<file path="config.mk">
export PLATFORM = sky130hd
export DESIGN_NAME = timer3_control
export DESIGN_NICKNAME = d
export VERILOG_FILES = /design/src/shared/timer3_pkg.sv /design/src/shared/tick_if.sv /design/src/hdl/clock_source_select.sv /design/src/hdl/timer3_control.sv
export VERILOG_INCLUDE_DIRS = /design/src /design/src/shared
export SDC_FILE = /design/constraint.sdc
export NUM_CORES = 1
export LEC_CHECK = 0
export BUFFER_PORTS_ARGS = -buffer_cell sky130_fd_sc_hd__buf_2
export CAP_MARGIN = 20
export CORE_UTILIZATION = 34
export CTS_BUF_LIST = sky130_fd_sc_hd__clkbuf_8
export DETAILED_ROUTE_END_ITERATION = 10
export GPL_TIMING_DRIVEN = 0
export PLACE_DENSITY_LB_ADDON = 0.2
export RECOVER_POWER = 100
export SLEW_MARGIN = 10
export SYNTH_ARGS = -nofsm -noshare
export SYNTH_HDL_FRONTEND = slang
export SYNTH_SLANG_ARGS = --single-unit
</file>
<file path="constraint.sdc">
create_clock -name mclk -period 1.4 [get_ports mclk]
set_clock_uncertainty 0.05 [all_clocks]
set_input_delay 0.07 -clock mclk [delete_from_list [all_inputs] [get_ports mclk]]
set_output_delay 0.07 -clock mclk [all_outputs]
set_load 0.05 [all_outputs]
</file>
<file path="src/shared/timer3_cfg.svh">
// Purpose: Offsets, field positions, reset values and divider taps of the timer3 control.
// Assumes: APB byte addresses; every register takes one aligned word.
// Notes:   Included by its bare name.
`ifndef TIMER3_CFG_SVH
`define TIMER3_CFG_SVH

// Register byte offsets.
`define ADDR_CONTROL     4'h0
`define ADDR_PERIOD      4'h4
`define ADDR_PULSE_WIDTH 4'h8
`define ADDR_STATUS      4'hC

// Control register field positions.
`define CTRL_FF_BIT      7
`define CTRL_CK_MSB      6
`define CTRL_CK_LSB      4
`define CTRL_RUN_BIT     3
`define CTRL_MODE_MSB    2
`define CTRL_MODE_LSB    0

// Reset values.
`define CONTROL_RESET    8'h00
`define PERIOD_RESET     8'h00
`define PULSE_RESET      8'h00

// Mode codes that matter to the control logic.
`define MODE_CASCADE     3'h3
`define T4_MODE_PWM16    3'h6

// Source clock codes and divider taps (powers of two of the fast clock).
`define CK_FC_2_11       3'h0
`define CK_FS            3'h4
`define CK_FC            3'h6
`define CK_PIN           3'h7
`define TAP_11           11
`define TAP_7            7
`define TAP_5            5
`define TAP_3            3
`define TAP_1            1
`define PRESCALE_WIDTH   11
`define FS_DIV_WIDTH     3

`endif

</file>
<file path="src/shared/timer3_pkg.sv">
// Purpose: Types shared by the timer3 control and its source clock selector.
// Assumes: Nothing beyond SystemVerilog packages.
// Notes:   Numbers live in timer3_cfg.svh.
package timer3_pkg;

	// System operating mode as driven by the power controller.
	typedef enum logic [1:0] {OP_NORMAL, OP_IDLE, OP_SLOW, OP_SLEEP} op_mode_t;

	// Decoded timer3 operating mode.
	typedef enum logic [2:0] {
		MODE_TIMER_EVENT,
		MODE_DIVIDER_OUTPUT,
		MODE_PWM8,
		MODE_CASCADE16,
		MODE_RESERVED
	} mode_t;

endpackage

</file>
<file path="src/shared/tick_if.sv">
// Purpose: Carries the source clock choice and the resulting count tick between modules.
// Assumes: One clock domain.
// Notes:   The selector drives the tick, the control drives the choice.
`timescale 1ns/10ps
interface tick_if;
	logic [2:0] clk_code;    // Source clock select code.
	logic       slow_mode;   // System runs from the slow clock.
	logic       tap_select;  // Prescaler tap select.
	logic       src_tick;    // One-cycle enable at the chosen rate.
	logic       src_valid;   // Chosen source is usable in this mode.

	modport sel (input clk_code, input slow_mode, input tap_select,
		output src_tick, output src_valid);
	modport ctl (output clk_code, output slow_mode, output tap_select,
		input src_tick, input src_valid);
endinterface

</file>
<file path="src/hdl/clock_source_select.sv">
// Purpose: Prescaler and source clock selection for timer3 as one-cycle enables.
// Assumes: mclk is the high frequency clock; pins are asynchronous.
// Notes:   Outputs are registered, so a tick lags its cause by one cycle.
`timescale 1ns/10ps
`include "timer3_cfg.svh"
module clock_source_select
	import timer3_pkg::*;
(
	// Clock and reset.
	input  wire logic mclk,
	input  wire logic rst,
	// Asynchronous pins.
	input  wire logic low_frequency_clock,
	input  wire logic counter_pin,
	// Selection and tick.
	tick_if.sel       tk
);

	logic [`PRESCALE_WIDTH-1:0] pre;       // Free running prescaler.
	logic [`PRESCALE_WIDTH-1:0] next_pre;
	logic [`FS_DIV_WIDTH-1:0]   fs_div;    // Slow clock edge divider.
	logic [`FS_DIV_WIDTH-1:0]   next_fs_div;
	logic [2:0]                 fs_sync;   // Sync pair plus edge history.
	logic [2:0]                 pin_sync;  // Sync pair plus edge history.
	logic                       next_tick;
	logic                       next_valid;
	logic                       fs_edge;
	logic                       pin_edge;

	// True when the low n prescaler bits are all ones, one cycle in 2^n.
	function automatic logic tap_hit(input logic [`PRESCALE_WIDTH-1:0] v, input int n);
		logic hit;
		hit = 1'b1;
		for (int i = 0; i < `PRESCALE_WIDTH; i++)
		begin
			if (i < n)
			begin
				hit = hit & v[i];
			end
		end
		return hit;
	endfunction

	// Edges are taken from the second and third stages, never the first.
	assign fs_edge  = fs_sync[1] & ~fs_sync[2];
	assign pin_edge = pin_sync[1] & ~pin_sync[2];

	// Next prescaler, divider and selected tick.
	always_comb
	begin
		next_pre    = pre + 1'b1;
		next_fs_div = fs_edge ? fs_div + 1'b1 : fs_div;
		next_tick   = 1'b0;
		next_valid  = ~tk.slow_mode;
		// [RULE_08] source clock decode
		case (tk.clk_code)
			`CK_FC_2_11:
			begin
				// Slow modes always fall back to the divided slow clock.
				next_valid = 1'b1;
				if (tk.slow_mode | tk.tap_select)
				begin
					next_tick = fs_edge & (&fs_div);
				end
				else
				begin
					next_tick = tap_hit(pre, `TAP_11);
				end
			end
			3'h1: next_tick = tap_hit(pre, `TAP_7);
			3'h2: next_tick = tap_hit(pre, `TAP_5);
			3'h3: next_tick = tap_hit(pre, `TAP_3);
			`CK_FS:
			begin
				next_tick  = fs_edge;
				next_valid = 1'b1;
			end
			3'h5: next_tick = tap_hit(pre, `TAP_1);
			// [RULE_09] warm-up fast clock
			`CK_FC:
			begin
				next_tick  = 1'b1;
				next_valid = 1'b1;
			end
			`CK_PIN:
			begin
				next_tick  = pin_edge;
				next_valid = 1'b1;
			end
			default: next_tick = 1'b0;
		endcase
		// [RULE_09] block unusable codes
		next_tick = next_tick & next_valid;
	end

	// Registers only; synchronisers shift in their pins.
	always_ff @(posedge mclk)
	begin
		if (rst)
		begin
			pre          <= '0;
			fs_div       <= '0;
			fs_sync      <= 3'h0;
			pin_sync     <= 3'h0;
			tk.src_tick  <= 1'b0;
			tk.src_valid <= 1'b0;
		end
		else
		begin
			pre          <= next_pre;
			fs_div       <= next_fs_div;
			fs_sync      <= {fs_sync[1:0], low_frequency_clock};
			pin_sync     <= {pin_sync[1:0], counter_pin};
			tk.src_tick  <= next_tick;
			tk.src_valid <= next_valid;
		end
	end

endmodule

</file>
<file path="src/hdl/timer3_control.sv">
// Purpose: APB register file and control decode of cascadable 8-bit timer3.
// Assumes: Timer4 fields arrive from logic on mclk; pins are asynchronous.
// Notes:   Counting itself is done elsewhere; this block hands it enables.
// Operation
// [RULE_01] One control, two 8-bit timer registers.
// [RULE_02] Period register untouched while running.
// [RULE_03] Pulse width changes only in PWM modes; the code also accepts writes in any mode while stopped.
// [RULE_04] Mode, clock, flip-flop fields frozen while running.
// [RULE_05] Stop keeps fields; start may program them.
// [RULE_06] Cascade needs mode 011; timer4 picks mode.
// [RULE_07] Cascade: own clock, timer4 run and flip-flop.
// [RULE_08] Clock code decode per operating mode.
// [RULE_09] Slow modes: only 000, 100, warm-up 110; the code also accepts pin code 111.
// [RULE_10] Mode decode; top bit set is reserved.
// [RULE_11] Flip-flop initialised from control at start.
`timescale 1ns/10ps
`include "timer3_cfg.svh"
module timer3_control
	import timer3_pkg::*;
(
	// Clock and reset.
	input  wire logic        mclk,
	input  wire logic        rst,
	// APB slave.
	input  wire logic        psel,
	input  wire logic        penable,
	input  wire logic        pwrite,
	input  wire logic [3:0]  paddr,
	input  wire logic [31:0] pwdata,
	output logic      [31:0] prdata,
	output logic             pready,
	output logic             pslverr,
	// System state.
	input  wire op_mode_t    op_mode,
	input  wire logic        prescaler_tap_select,
	// Asynchronous pins.
	input  wire logic        low_frequency_clock,
	input  wire logic        counter_pin,
	// Second counter control fields.
	input  wire logic [2:0]  timer4_mode_field,
	input  wire logic        timer4_run_bit,
	input  wire logic        timer4_flipflop_ctrl,
	// Counter controls.
	output logic             count_enable,
	output logic             count_tick,
	output logic             source_valid,
	output mode_t            timer3_mode,
	output logic             cascade_16bit,
	output logic      [2:0]  cascade_mode,
	output logic             timer_flipflop,
	output logic      [7:0]  period_value,
	output logic      [7:0]  pulse_width_value
);

	tick_if tk ();

	logic [7:0]  ctrl;               // Control register image.
	logic [7:0]  next_ctrl;
	logic [7:0]  next_period;
	logic [7:0]  next_pulse;
	logic [31:0] next_prdata;
	logic        next_pready;
	logic        next_pslverr;
	logic        next_count_enable;
	logic        next_count_tick;
	logic        next_source_valid;
	mode_t       next_timer3_mode;
	logic        next_cascade;
	logic [2:0]  next_cascade_mode;
	logic        next_flipflop;
	logic        access;             // Access phase completes this edge.
	logic        mapped;             // Address hits a register.
	logic        eff_run;            // Run control after cascade choice.
	logic        eff_ff;             // Flip-flop control after cascade choice.
	logic        fields_locked;      // Mode, clock and flip-flop frozen.
	logic        pwm_allowed;        // Pulse width may change while running.
	logic [7:0]  status;             // Read-only status image.

	// Decode the three-bit mode field.
	function automatic mode_t decode_mode(input logic [2:0] code);
		mode_t m;
		m = MODE_RESERVED;
		case (code)
			3'h0:           m = MODE_TIMER_EVENT;
			3'h1:           m = MODE_DIVIDER_OUTPUT;
			3'h2:           m = MODE_PWM8;
			`MODE_CASCADE:  m = MODE_CASCADE16;
			default:        m = MODE_RESERVED;
		endcase
		return m;
	endfunction

	// Source clock selector; its tick is registered once more here.
	clock_source_select u_src (
		.mclk                (mclk),
		.rst                 (rst),
		.low_frequency_clock (low_frequency_clock),
		.counter_pin         (counter_pin),
		.tk                  (tk)
	);

	// [RULE_07] cascade keeps own clock code
	assign tk.clk_code   = ctrl[`CTRL_CK_MSB:`CTRL_CK_LSB];
	assign tk.slow_mode  = (op_mode == OP_SLOW) || (op_mode == OP_SLEEP);
	assign tk.tap_select = prescaler_tap_select;

	assign access  = psel & penable & pready;
	assign mapped  = (paddr == `ADDR_CONTROL) || (paddr == `ADDR_PERIOD)
		|| (paddr == `ADDR_PULSE_WIDTH) || (paddr == `ADDR_STATUS);

	// Combined control view and write protection terms.
	always_comb
	begin
		next_cascade = (ctrl[`CTRL_MODE_MSB:`CTRL_MODE_LSB] == `MODE_CASCADE);
		// [RULE_07] run and flip-flop from timer4
		eff_run = next_cascade ? timer4_run_bit : ctrl[`CTRL_RUN_BIT];
		eff_ff  = next_cascade ? timer4_flipflop_ctrl : ctrl[`CTRL_FF_BIT];
		fields_locked = ctrl[`CTRL_RUN_BIT] | eff_run;
		// [RULE_03] PWM modes admit rewrites
		pwm_allowed = (decode_mode(ctrl[`CTRL_MODE_MSB:`CTRL_MODE_LSB]) == MODE_PWM8)
			|| (next_cascade && (timer4_mode_field == `T4_MODE_PWM16));
		status = {3'h0, next_cascade, ctrl[`CTRL_MODE_MSB], source_valid,
			timer_flipflop, count_enable};
	end

	// Register file next values; writes land only at the completing edge.
	always_comb
	begin
		next_ctrl   = ctrl;
		next_period = period_value;
		next_pulse  = pulse_width_value;
		if (access && pwrite && mapped)
		begin
			case (paddr)
				`ADDR_CONTROL:
				begin
					// [RULE_05] start programs all fields
					if (!fields_locked)
					begin
						next_ctrl = pwdata[7:0];
					end
					// [RULE_04] only run bit moves
					else
					begin
						next_ctrl[`CTRL_RUN_BIT] = pwdata[`CTRL_RUN_BIT];
					end
				end
				// [RULE_02] period ignored while running
				`ADDR_PERIOD:
				begin
					if (!eff_run)
					begin
						next_period = pwdata[7:0];
					end
				end
				// [RULE_03] pulse width gate
				`ADDR_PULSE_WIDTH:
				begin
					if (!eff_run || pwm_allowed)
					begin
						next_pulse = pwdata[7:0];
					end
				end
				default: next_pulse = pulse_width_value;
			endcase
		end
	end

	// APB answer: one wait cycle, then pready with data or error.
	always_comb
	begin
		next_pready  = psel & penable & ~pready;
		next_pslverr = next_pready & ~mapped;
		next_prdata  = prdata;
		if (next_pready)
		begin
			// [RULE_01] register read back
			case (paddr)
				`ADDR_CONTROL:     next_prdata = {24'h000000, ctrl};
				`ADDR_PERIOD:      next_prdata = {24'h000000, period_value};
				`ADDR_PULSE_WIDTH: next_prdata = {24'h000000, pulse_width_value};
				`ADDR_STATUS:      next_prdata = {24'h000000, status};
				default:           next_prdata = 32'h00000000;
			endcase
		end
	end

	// Counter control outputs.
	always_comb
	begin
		next_count_enable = eff_run;
		next_count_tick   = eff_run & tk.src_tick & tk.src_valid;
		next_source_valid = tk.src_valid;
		// [RULE_10] mode decode
		next_timer3_mode  = decode_mode(ctrl[`CTRL_MODE_MSB:`CTRL_MODE_LSB]);
		// [RULE_06] timer4 selects 16-bit mode
		next_cascade_mode = next_cascade ? timer4_mode_field : 3'h0;
		next_flipflop     = timer_flipflop;
		// [RULE_11] initialise at start
		if (eff_run && !count_enable)
		begin
			next_flipflop = eff_ff;
		end
	end

	// Registers only.
	always_ff @(posedge mclk)
	begin
		if (rst)
		begin
			ctrl              <= `CONTROL_RESET;
			period_value      <= `PERIOD_RESET;
			pulse_width_value <= `PULSE_RESET;
			prdata            <= 32'h00000000;
			pready            <= 1'b0;
			pslverr           <= 1'b0;
			count_enable      <= 1'b0;
			count_tick        <= 1'b0;
			source_valid      <= 1'b0;
			timer3_mode       <= MODE_TIMER_EVENT;
			cascade_16bit     <= 1'b0;
			cascade_mode      <= 3'h0;
			timer_flipflop    <= 1'b0;
		end
		else
		begin
			ctrl              <= next_ctrl;
			period_value      <= next_period;
			pulse_width_value <= next_pulse;
			prdata            <= next_prdata;
			pready            <= next_pready;
			pslverr           <= next_pslverr;
			count_enable      <= next_count_enable;
			count_tick        <= next_count_tick;
			source_valid      <= next_source_valid;
			timer3_mode       <= next_timer3_mode;
			cascade_16bit     <= next_cascade;
			cascade_mode      <= next_cascade_mode;
			timer_flipflop    <= next_flipflop;
		end
	end

	// Checks.
	property p_period_write;
		@(posedge mclk) disable iff (rst)
		(access && pwrite && paddr == `ADDR_PERIOD && !eff_run)
			|=> period_value == $past(pwdata[7:0]);
	endproperty
	a_period_write: assert property (p_period_write) else $error("period not loaded"); // [RULE_01]

	property p_period_locked;
		@(posedge mclk) disable iff (rst) eff_run |=> $stable(period_value);
	endproperty
	a_period_locked: assert property (p_period_locked) else $error("period moved"); // [RULE_02]

	property p_pulse_locked;
		@(posedge mclk) disable iff (rst)
		(eff_run && !pwm_allowed) |=> $stable(pulse_width_value);
	endproperty
	a_pulse_locked: assert property (p_pulse_locked) else $error("pulse moved"); // [RULE_03]

	property p_fields_locked;
		@(posedge mclk) disable iff (rst)
		fields_locked |=> ({ctrl[7:4], ctrl[2:0]} == $past({ctrl[7:4], ctrl[2:0]}));
	endproperty
	a_fields_locked: assert property (p_fields_locked) else $error("field moved"); // [RULE_04]

	property p_start_programs;
		@(posedge mclk) disable iff (rst)
		(access && pwrite && paddr == `ADDR_CONTROL && !fields_locked)
			|=> ctrl == $past(pwdata[7:0]);
	endproperty
	a_start_programs: assert property (p_start_programs) else $error("start lost"); // [RULE_05]

	property p_cascade_mode;
		@(posedge mclk) disable iff (rst)
		(ctrl[2:0] == `MODE_CASCADE)
			|=> cascade_16bit && cascade_mode == $past(timer4_mode_field);
	endproperty
	a_cascade_mode: assert property (p_cascade_mode) else $error("cascade mode"); // [RULE_06]

	property p_cascade_run;
		@(posedge mclk) disable iff (rst)
		(ctrl[2:0] == `MODE_CASCADE) |=> count_enable == $past(timer4_run_bit);
	endproperty
	a_cascade_run: assert property (p_cascade_run) else $error("cascade run"); // [RULE_07]

	property p_fast_tick;
		@(posedge mclk) disable iff (rst)
		(eff_run && ctrl[6:4] == `CK_FC && !tk.slow_mode)[*3] |-> count_tick;
	endproperty
	a_fast_tick: assert property (p_fast_tick) else $error("no fast tick"); // [RULE_08]

	property p_slow_block;
		@(posedge mclk) disable iff (rst)
		(tk.slow_mode && ctrl[6:4] != `CK_FC_2_11 && ctrl[6:4] != `CK_FS
			&& ctrl[6:4] != `CK_FC && ctrl[6:4] != `CK_PIN)[*2]
			|=> !count_tick && !source_valid;
	endproperty
	a_slow_block: assert property (p_slow_block) else $error("slow code ticked"); // [RULE_09]

	property p_reserved;
		@(posedge mclk) disable iff (rst) ctrl[2] |=> timer3_mode == MODE_RESERVED;
	endproperty
	a_reserved: assert property (p_reserved) else $error("reserved mode"); // [RULE_10]

	property p_ff_init;
		@(posedge mclk) disable iff (rst)
		(eff_run && !count_enable) |=> timer_flipflop == $past(eff_ff);
	endproperty
	a_ff_init: assert property (p_ff_init) else $error("flip-flop init"); // [RULE_11]

	c_start:   cover property (@(posedge mclk) disable iff (rst) eff_run && !count_enable);
	c_cascade: cover property (@(posedge mclk) disable iff (rst) cascade_16bit && count_enable);
	c_slow:    cover property (@(posedge mclk) disable iff (rst) tk.slow_mode && count_tick);
	c_read:    cover property (@(posedge mclk) disable iff (rst) access && !pwrite);

endmodule

</file>
After elaboration in Yosys (flattened, before gate mapping)
Cells that the tools add are included.

cells by class
  add/sub/neg operators = 2
  eq/ne operators = 17
  muxes and demuxes = 39
  bitwise logic cells = 42
  reduce and logical (&&, ||, !) cells = 22

operators with widths
  cell                     count
  $mux W1                  36
  $and A1 B1 Y1            32
  $pmux W8 S4              1
  $eq A3 B2 Y1 const B     5
  $eq A3 B3 Y1 const B     5
  $pmux W3 S4              1
  $reduce_and A3 Y1        4
  $add A11 B1 Y11 const B  1
  $eq A4 B4 Y1 const B     2
  $not A1 Y1               8
  $pmux W1 S8              1
  $eq A3 B1 Y1 const B     2
  $logic_not A3 Y1         2
  $logic_or A1 B1 Y1       6
  $eq A2 B2 Y1 const B     2
  $eq A4 B3 Y1 const B     1
  $logic_and A1 B1 Y1      4
  $logic_not A4 Y1         1
  $reduce_or A4 Y1         1
  $add A3 B1 Y3 const B    1
  $logic_not A1 Y1         2
  $or A1 B1 Y1             2
  $reduce_and A2 Y1        1
  $reduce_or A2 Y1         1

word-level totals
  register bits after elaboration = 91
  word-level logic and storage cells = 142

Longest topological paths before layout
  word-level depth = 36
  depth in mapped cells = 5
  mapped depth without buffers = 5

Hierarchy
From an unflattened synthesis, not the netlist that was laid out.

second synthesis, totals
  cells, all modules = 300
  area, all modules = 3030.4 um^2

by module, submodules not included
  module               times used  cells each  area each (um^2)
  timer3_control       1           207         2120.8
  clock_source_select  1           93          909.6

Worst setup path before layout
No wires, ideal clock.

  path kind = flip-flop to flip-flop
  start point = register pready
  end point = register period_value[0]
  setup time = 0.072 ns
  arrival time = 1.617 ns
  required time = 1.278 ns
  path slack = -0.338 ns
  cell stages (with the launch flop) = 6
  path buffers = 1
  period minus slack after synthesis = 1.738 ns
  path through = dfxtp_1 > nand4_1 > nor2_1 > and4b_1 > buf_6 > mux2i_1

between the ends
  longest elaborated chain between the ends = 4

RTL lines
  item                               line                   RTL
  start, declared                    timer3_control.sv:31   output logic pready,
  start signal, assigned             timer3_control.sv:231  pready <= next_pready;
  $and A1 B1 Y1                      timer3_control.sv:107  assign access = psel & penable & pready;
  $logic_and A1 B1 Y1 (2 in series)  timer3_control.sv:132  if (access && pwrite && mapped)
  $reduce_and A3 Y1 (no line)        -
  end signal, assigned               timer3_control.sv:212  period_value <= `PERIOD_RESET;
  end signal, assigned               timer3_control.sv:228  period_value <= next_period;
  end, declared                      timer3_control.sv:51   output logic [7:0] period_value,

No other way between the ends.
A chain may end at the register's enable or synchronous reset.

Final worst setup path
  start point = register pready
  end point = register ctrl[2]

between the ends
  longest elaborated chain between the ends = 4

RTL lines
  item                               line                   RTL
  $and A1 B1 Y1                      timer3_control.sv:107
  $logic_and A1 B1 Y1 (2 in series)  timer3_control.sv:132
  $reduce_and A3 Y1 (no line)        -
  end signal, assigned               timer3_control.sv:211  ctrl <= `CONTROL_RESET;
  end signal, assigned               timer3_control.sv:227  ctrl <= next_ctrl;
  end, declared                      timer3_control.sv:57   logic [7:0] ctrl;

No other way between the ends.

==> impl_results.md <==
- RePlAce Congestion: 0.735
- Clk buf depth: 2
- R2r endpoint: ctrl[2]
- Crit. End Element: flip-flop
- Vias in the first global route: 2232
- Fin. max-slew vios: 0
- Peak supply drop: 589 uV
- Largest net degree at the start of global routing: 12
- Vias post-DR: 2321
- TritonCTS buffer count: 9
- Slack of the worst reg-to-reg path: -0.07 ns
- Avg Cell Area, Syn: 10.3 um^2
- Post-route cell area: 4030 um^2
- Max Fclk: 0.682 GHz
- DP HPWL: 5220 um
- Worst Path Required: 1.58 ns
- Die area: 9200 um^2
- Share of post-route cells with drive strength above 1: 32.2%
- Die H: 95.9 um
- Crit Path Max Fanout: 7
- Worst Reg2Reg Path Length in Cells: 6
- Clk Latency, worst-skew pair: 0.34 ns
- CTS tree: done
- Ys async rst share: 0%
- Slew margin rel.: 59.9%
- H-tree lvl count: 3
- Final Net Count: 466
- DRT antenna net count: 0
- Synth warnings: 0
- Leakage: 1.92 nW
- FF-to-FF Start: pready
- Worst EP arrival: 1.65 ns
- Max_cap viols: 0
- Port buffer count: 62
- Via/cell ratio: 4.45
- Flops & latches, synth: 67
- Final worst hold slack: 0.0256 ns
- Sequential area share after synthesis: 44.7%
- Critical Path Start: pready
- Fin. Hold Viols: 0
- Gr usage total: 17.0%
- Primary FF master, synth: dfxtp_1
- Startpoint types: flip-flop
- Crit Path Category: reg2reg
- Fin util: 48.1%
- Part of the cycle the worst path needs: 105%
- Pwr/cell area: 1020 nW/um^2
- Starting DRT DRC Count: 68
- EDFF count, synth: 0
- Placement Cell Area: 3530 um^2
- Detailed-route wire length: 7170 um
- TNS Setup: -0.919 ns
- Min Tclk post-route: 1.47 ns
- First-pass GRT wire length: 11400 um
- Pre-Repair DR Iteration Count: 4
- # IOs: 112
- Final setup fails: 24
- Diodes inserted: 0
- Reg clk slew, reported paths: 0.07 ns
- Clock root buffer: clkbuf_8
- Mapped Cells: 291
- Slew of the pin with the lowest slew margin: 0.604 ns
- Initial core utilization: 35.8%
- DRC: 0
- Die width: 95.9 um
- Failing checks: negative setup slack
- PnR worst setup slack: -0.0658 ns
- Count of cell types in the netlist: 51
- Cell area after synthesis: 3000 um^2
- Capture point of the worst path: ctrl[2]
- Std-Cell Rows: 33
- Status: finished with violations
- Filler cell count: 828
- Area of the core: 8380 um^2
- Total power: 4.10 mW
- Initial antenna violation count: 0
- Worst Hold Class: in2reg
- GRT Residual Overflow: 0
- Clock sink count: 67
- DR WL/cell: 13.8 um
- RSZ-0062 raised after global routing: true
- Synthesis-to-finish area growth: 34.4%
## placed cells by master (no fill, tap or decap), drive strengths merged, types with 6 or more instances in the layout
cell          n
buf          63
clkbuf       56
a22oi         7
dfxtp        67
nand4         6
nand2         6
conb         24
dlygate4sd3  14
mux2i        30
nor2b        10
xor2          7
nand2b       30
nor2         30
## flip-flops by register name, indices dropped and copies added (netlist names)
name,flops
cascade_16bit,1
cascade_mode,3
count_enable,1
count_tick,1
ctrl,8
period_value,8
prdata,8
pready,1
pslverr,1
pulse_width_value,8
source_valid,1
timer3_mode,3
timer_flipflop,1
u_src.fs_div,3
u_src.fs_sync,3
u_src.pin_sync,3
u_src.pre,11
u_src.tk.src_tick,1
u_src.tk.src_valid,1
## cell usage after synthesis, drive strengths merged (2+ instances only)
cell	count	area, um^2
dfxtp	67	1340
buf	31	226
mux2i	30	300
nand2b	30	188
nor2	30	113
nor2b	10	62.6
a22oi	7	52.6
clkbuf	7	26.3
xor2	7	61.3
nand2	6	22.5
nand4	6	52.6
nand3b	5	50.1
o21ai	5	25.0
ha	4	50.1
mux4	4	93.8
and2	3	18.8
o2bb2ai	3	26.3
or2b	3	22.5
a21oi	2	10.0
a31oi	2	12.5
and3	2	12.5
inv	2	7.51
nand3	2	10.0
nor3	2	10.0
or2	2	15.0
xnor2	2	17.5
## routing by layer
layer  vias to the layer above  GRT usage, %  share of wire (%)
met4                         0          5.85                1.8
met2                        69          26.7                 45
met3                        13          4.58                4.8
met1                      1049          22.3                 48
li1                       1190             -                  -
met5                         -             0                  0
## how the worst min path moves through the flow
stage / from / endpoint / depth (start not counted)
after global placement: low_frequency_clock / u_src.fs_sync[0] / 2
after detailed placement: timer4_mode_field[2] / cascade_mode[2] / 2
final: pwdata[4] / ctrl[4] / 3
after global routing: pwdata[4] / pulse_width_value[4] / 3
after CTS: pwdata[4] / pulse_width_value[4] / 3
after floorplan: rst / source_valid / 1
## worst max-delay path, stage by stage (launching register included)
cell and delay [ns]:
dfxtp_4 0.34, nand4_1 0.17, buf_4 0.21, nor4_4 0.17, nand3b_1 0.13, buf_6 0.17
mux2i_1 0.12
## cell type report
type / instances / area (um^2) / area share (%)
Buffer: 38 / 258 / 6.40
Clock buffer: 9 / 124 / 3.07
Clock inverter: 7 / 85.1 / 2.11
Inverter: 2 / 7.51 / 0.186
Multi-Input combinational cell: 207 / 1540 / 38.1
Sequential cell: 67 / 1360 / 33.8
Tap cell: 105 / 131 / 3.26
Timing Repair Buffer: 86 / 528 / 13.1
## cell families after synthesis
group,Yosys count,share of synthesized area (%)
buf+inv,40,8.68
simple gates,109,22.1
compound gates,26,6.55
other cells,1,0.125
fa+ha+maj,4,1.67
flops,67,44.7
xor+xnor,9,2.63
mux,35,13.5
## power breakdown
part / total, mW / switching (mW) / internal (mW) / leakage, nW
clock network: 1.73 / 0.744 / 0.984 / 0.112
registers: 1.94 / 0.0153 / 1.92 / 0.546
logic: 0.439 / 0.281 / 0.158 / 1.26
## per-stage QoR
step,cells,setup slack [ns]
finish,521,-0.0658
global route,521,-0.168
detailed placement,481,-0.204
CTS,516,-0.0642
floorplan,314,-0.0330
global placement,481,-0.205
## what timing repair did
action | 4_1_cts | 5_1_grt
endpoints found under the hold margin | 21 | 0
cloned | 0 | 0
buffers inserted | 5 | 5
hold buffers | 14 | 0
pin swaps | 5 | 11
gates resized for setup | 12 | 17
endpoints found under the setup margin | 25 | 34
No activity file was read; power rests on OpenSTA's default activity.
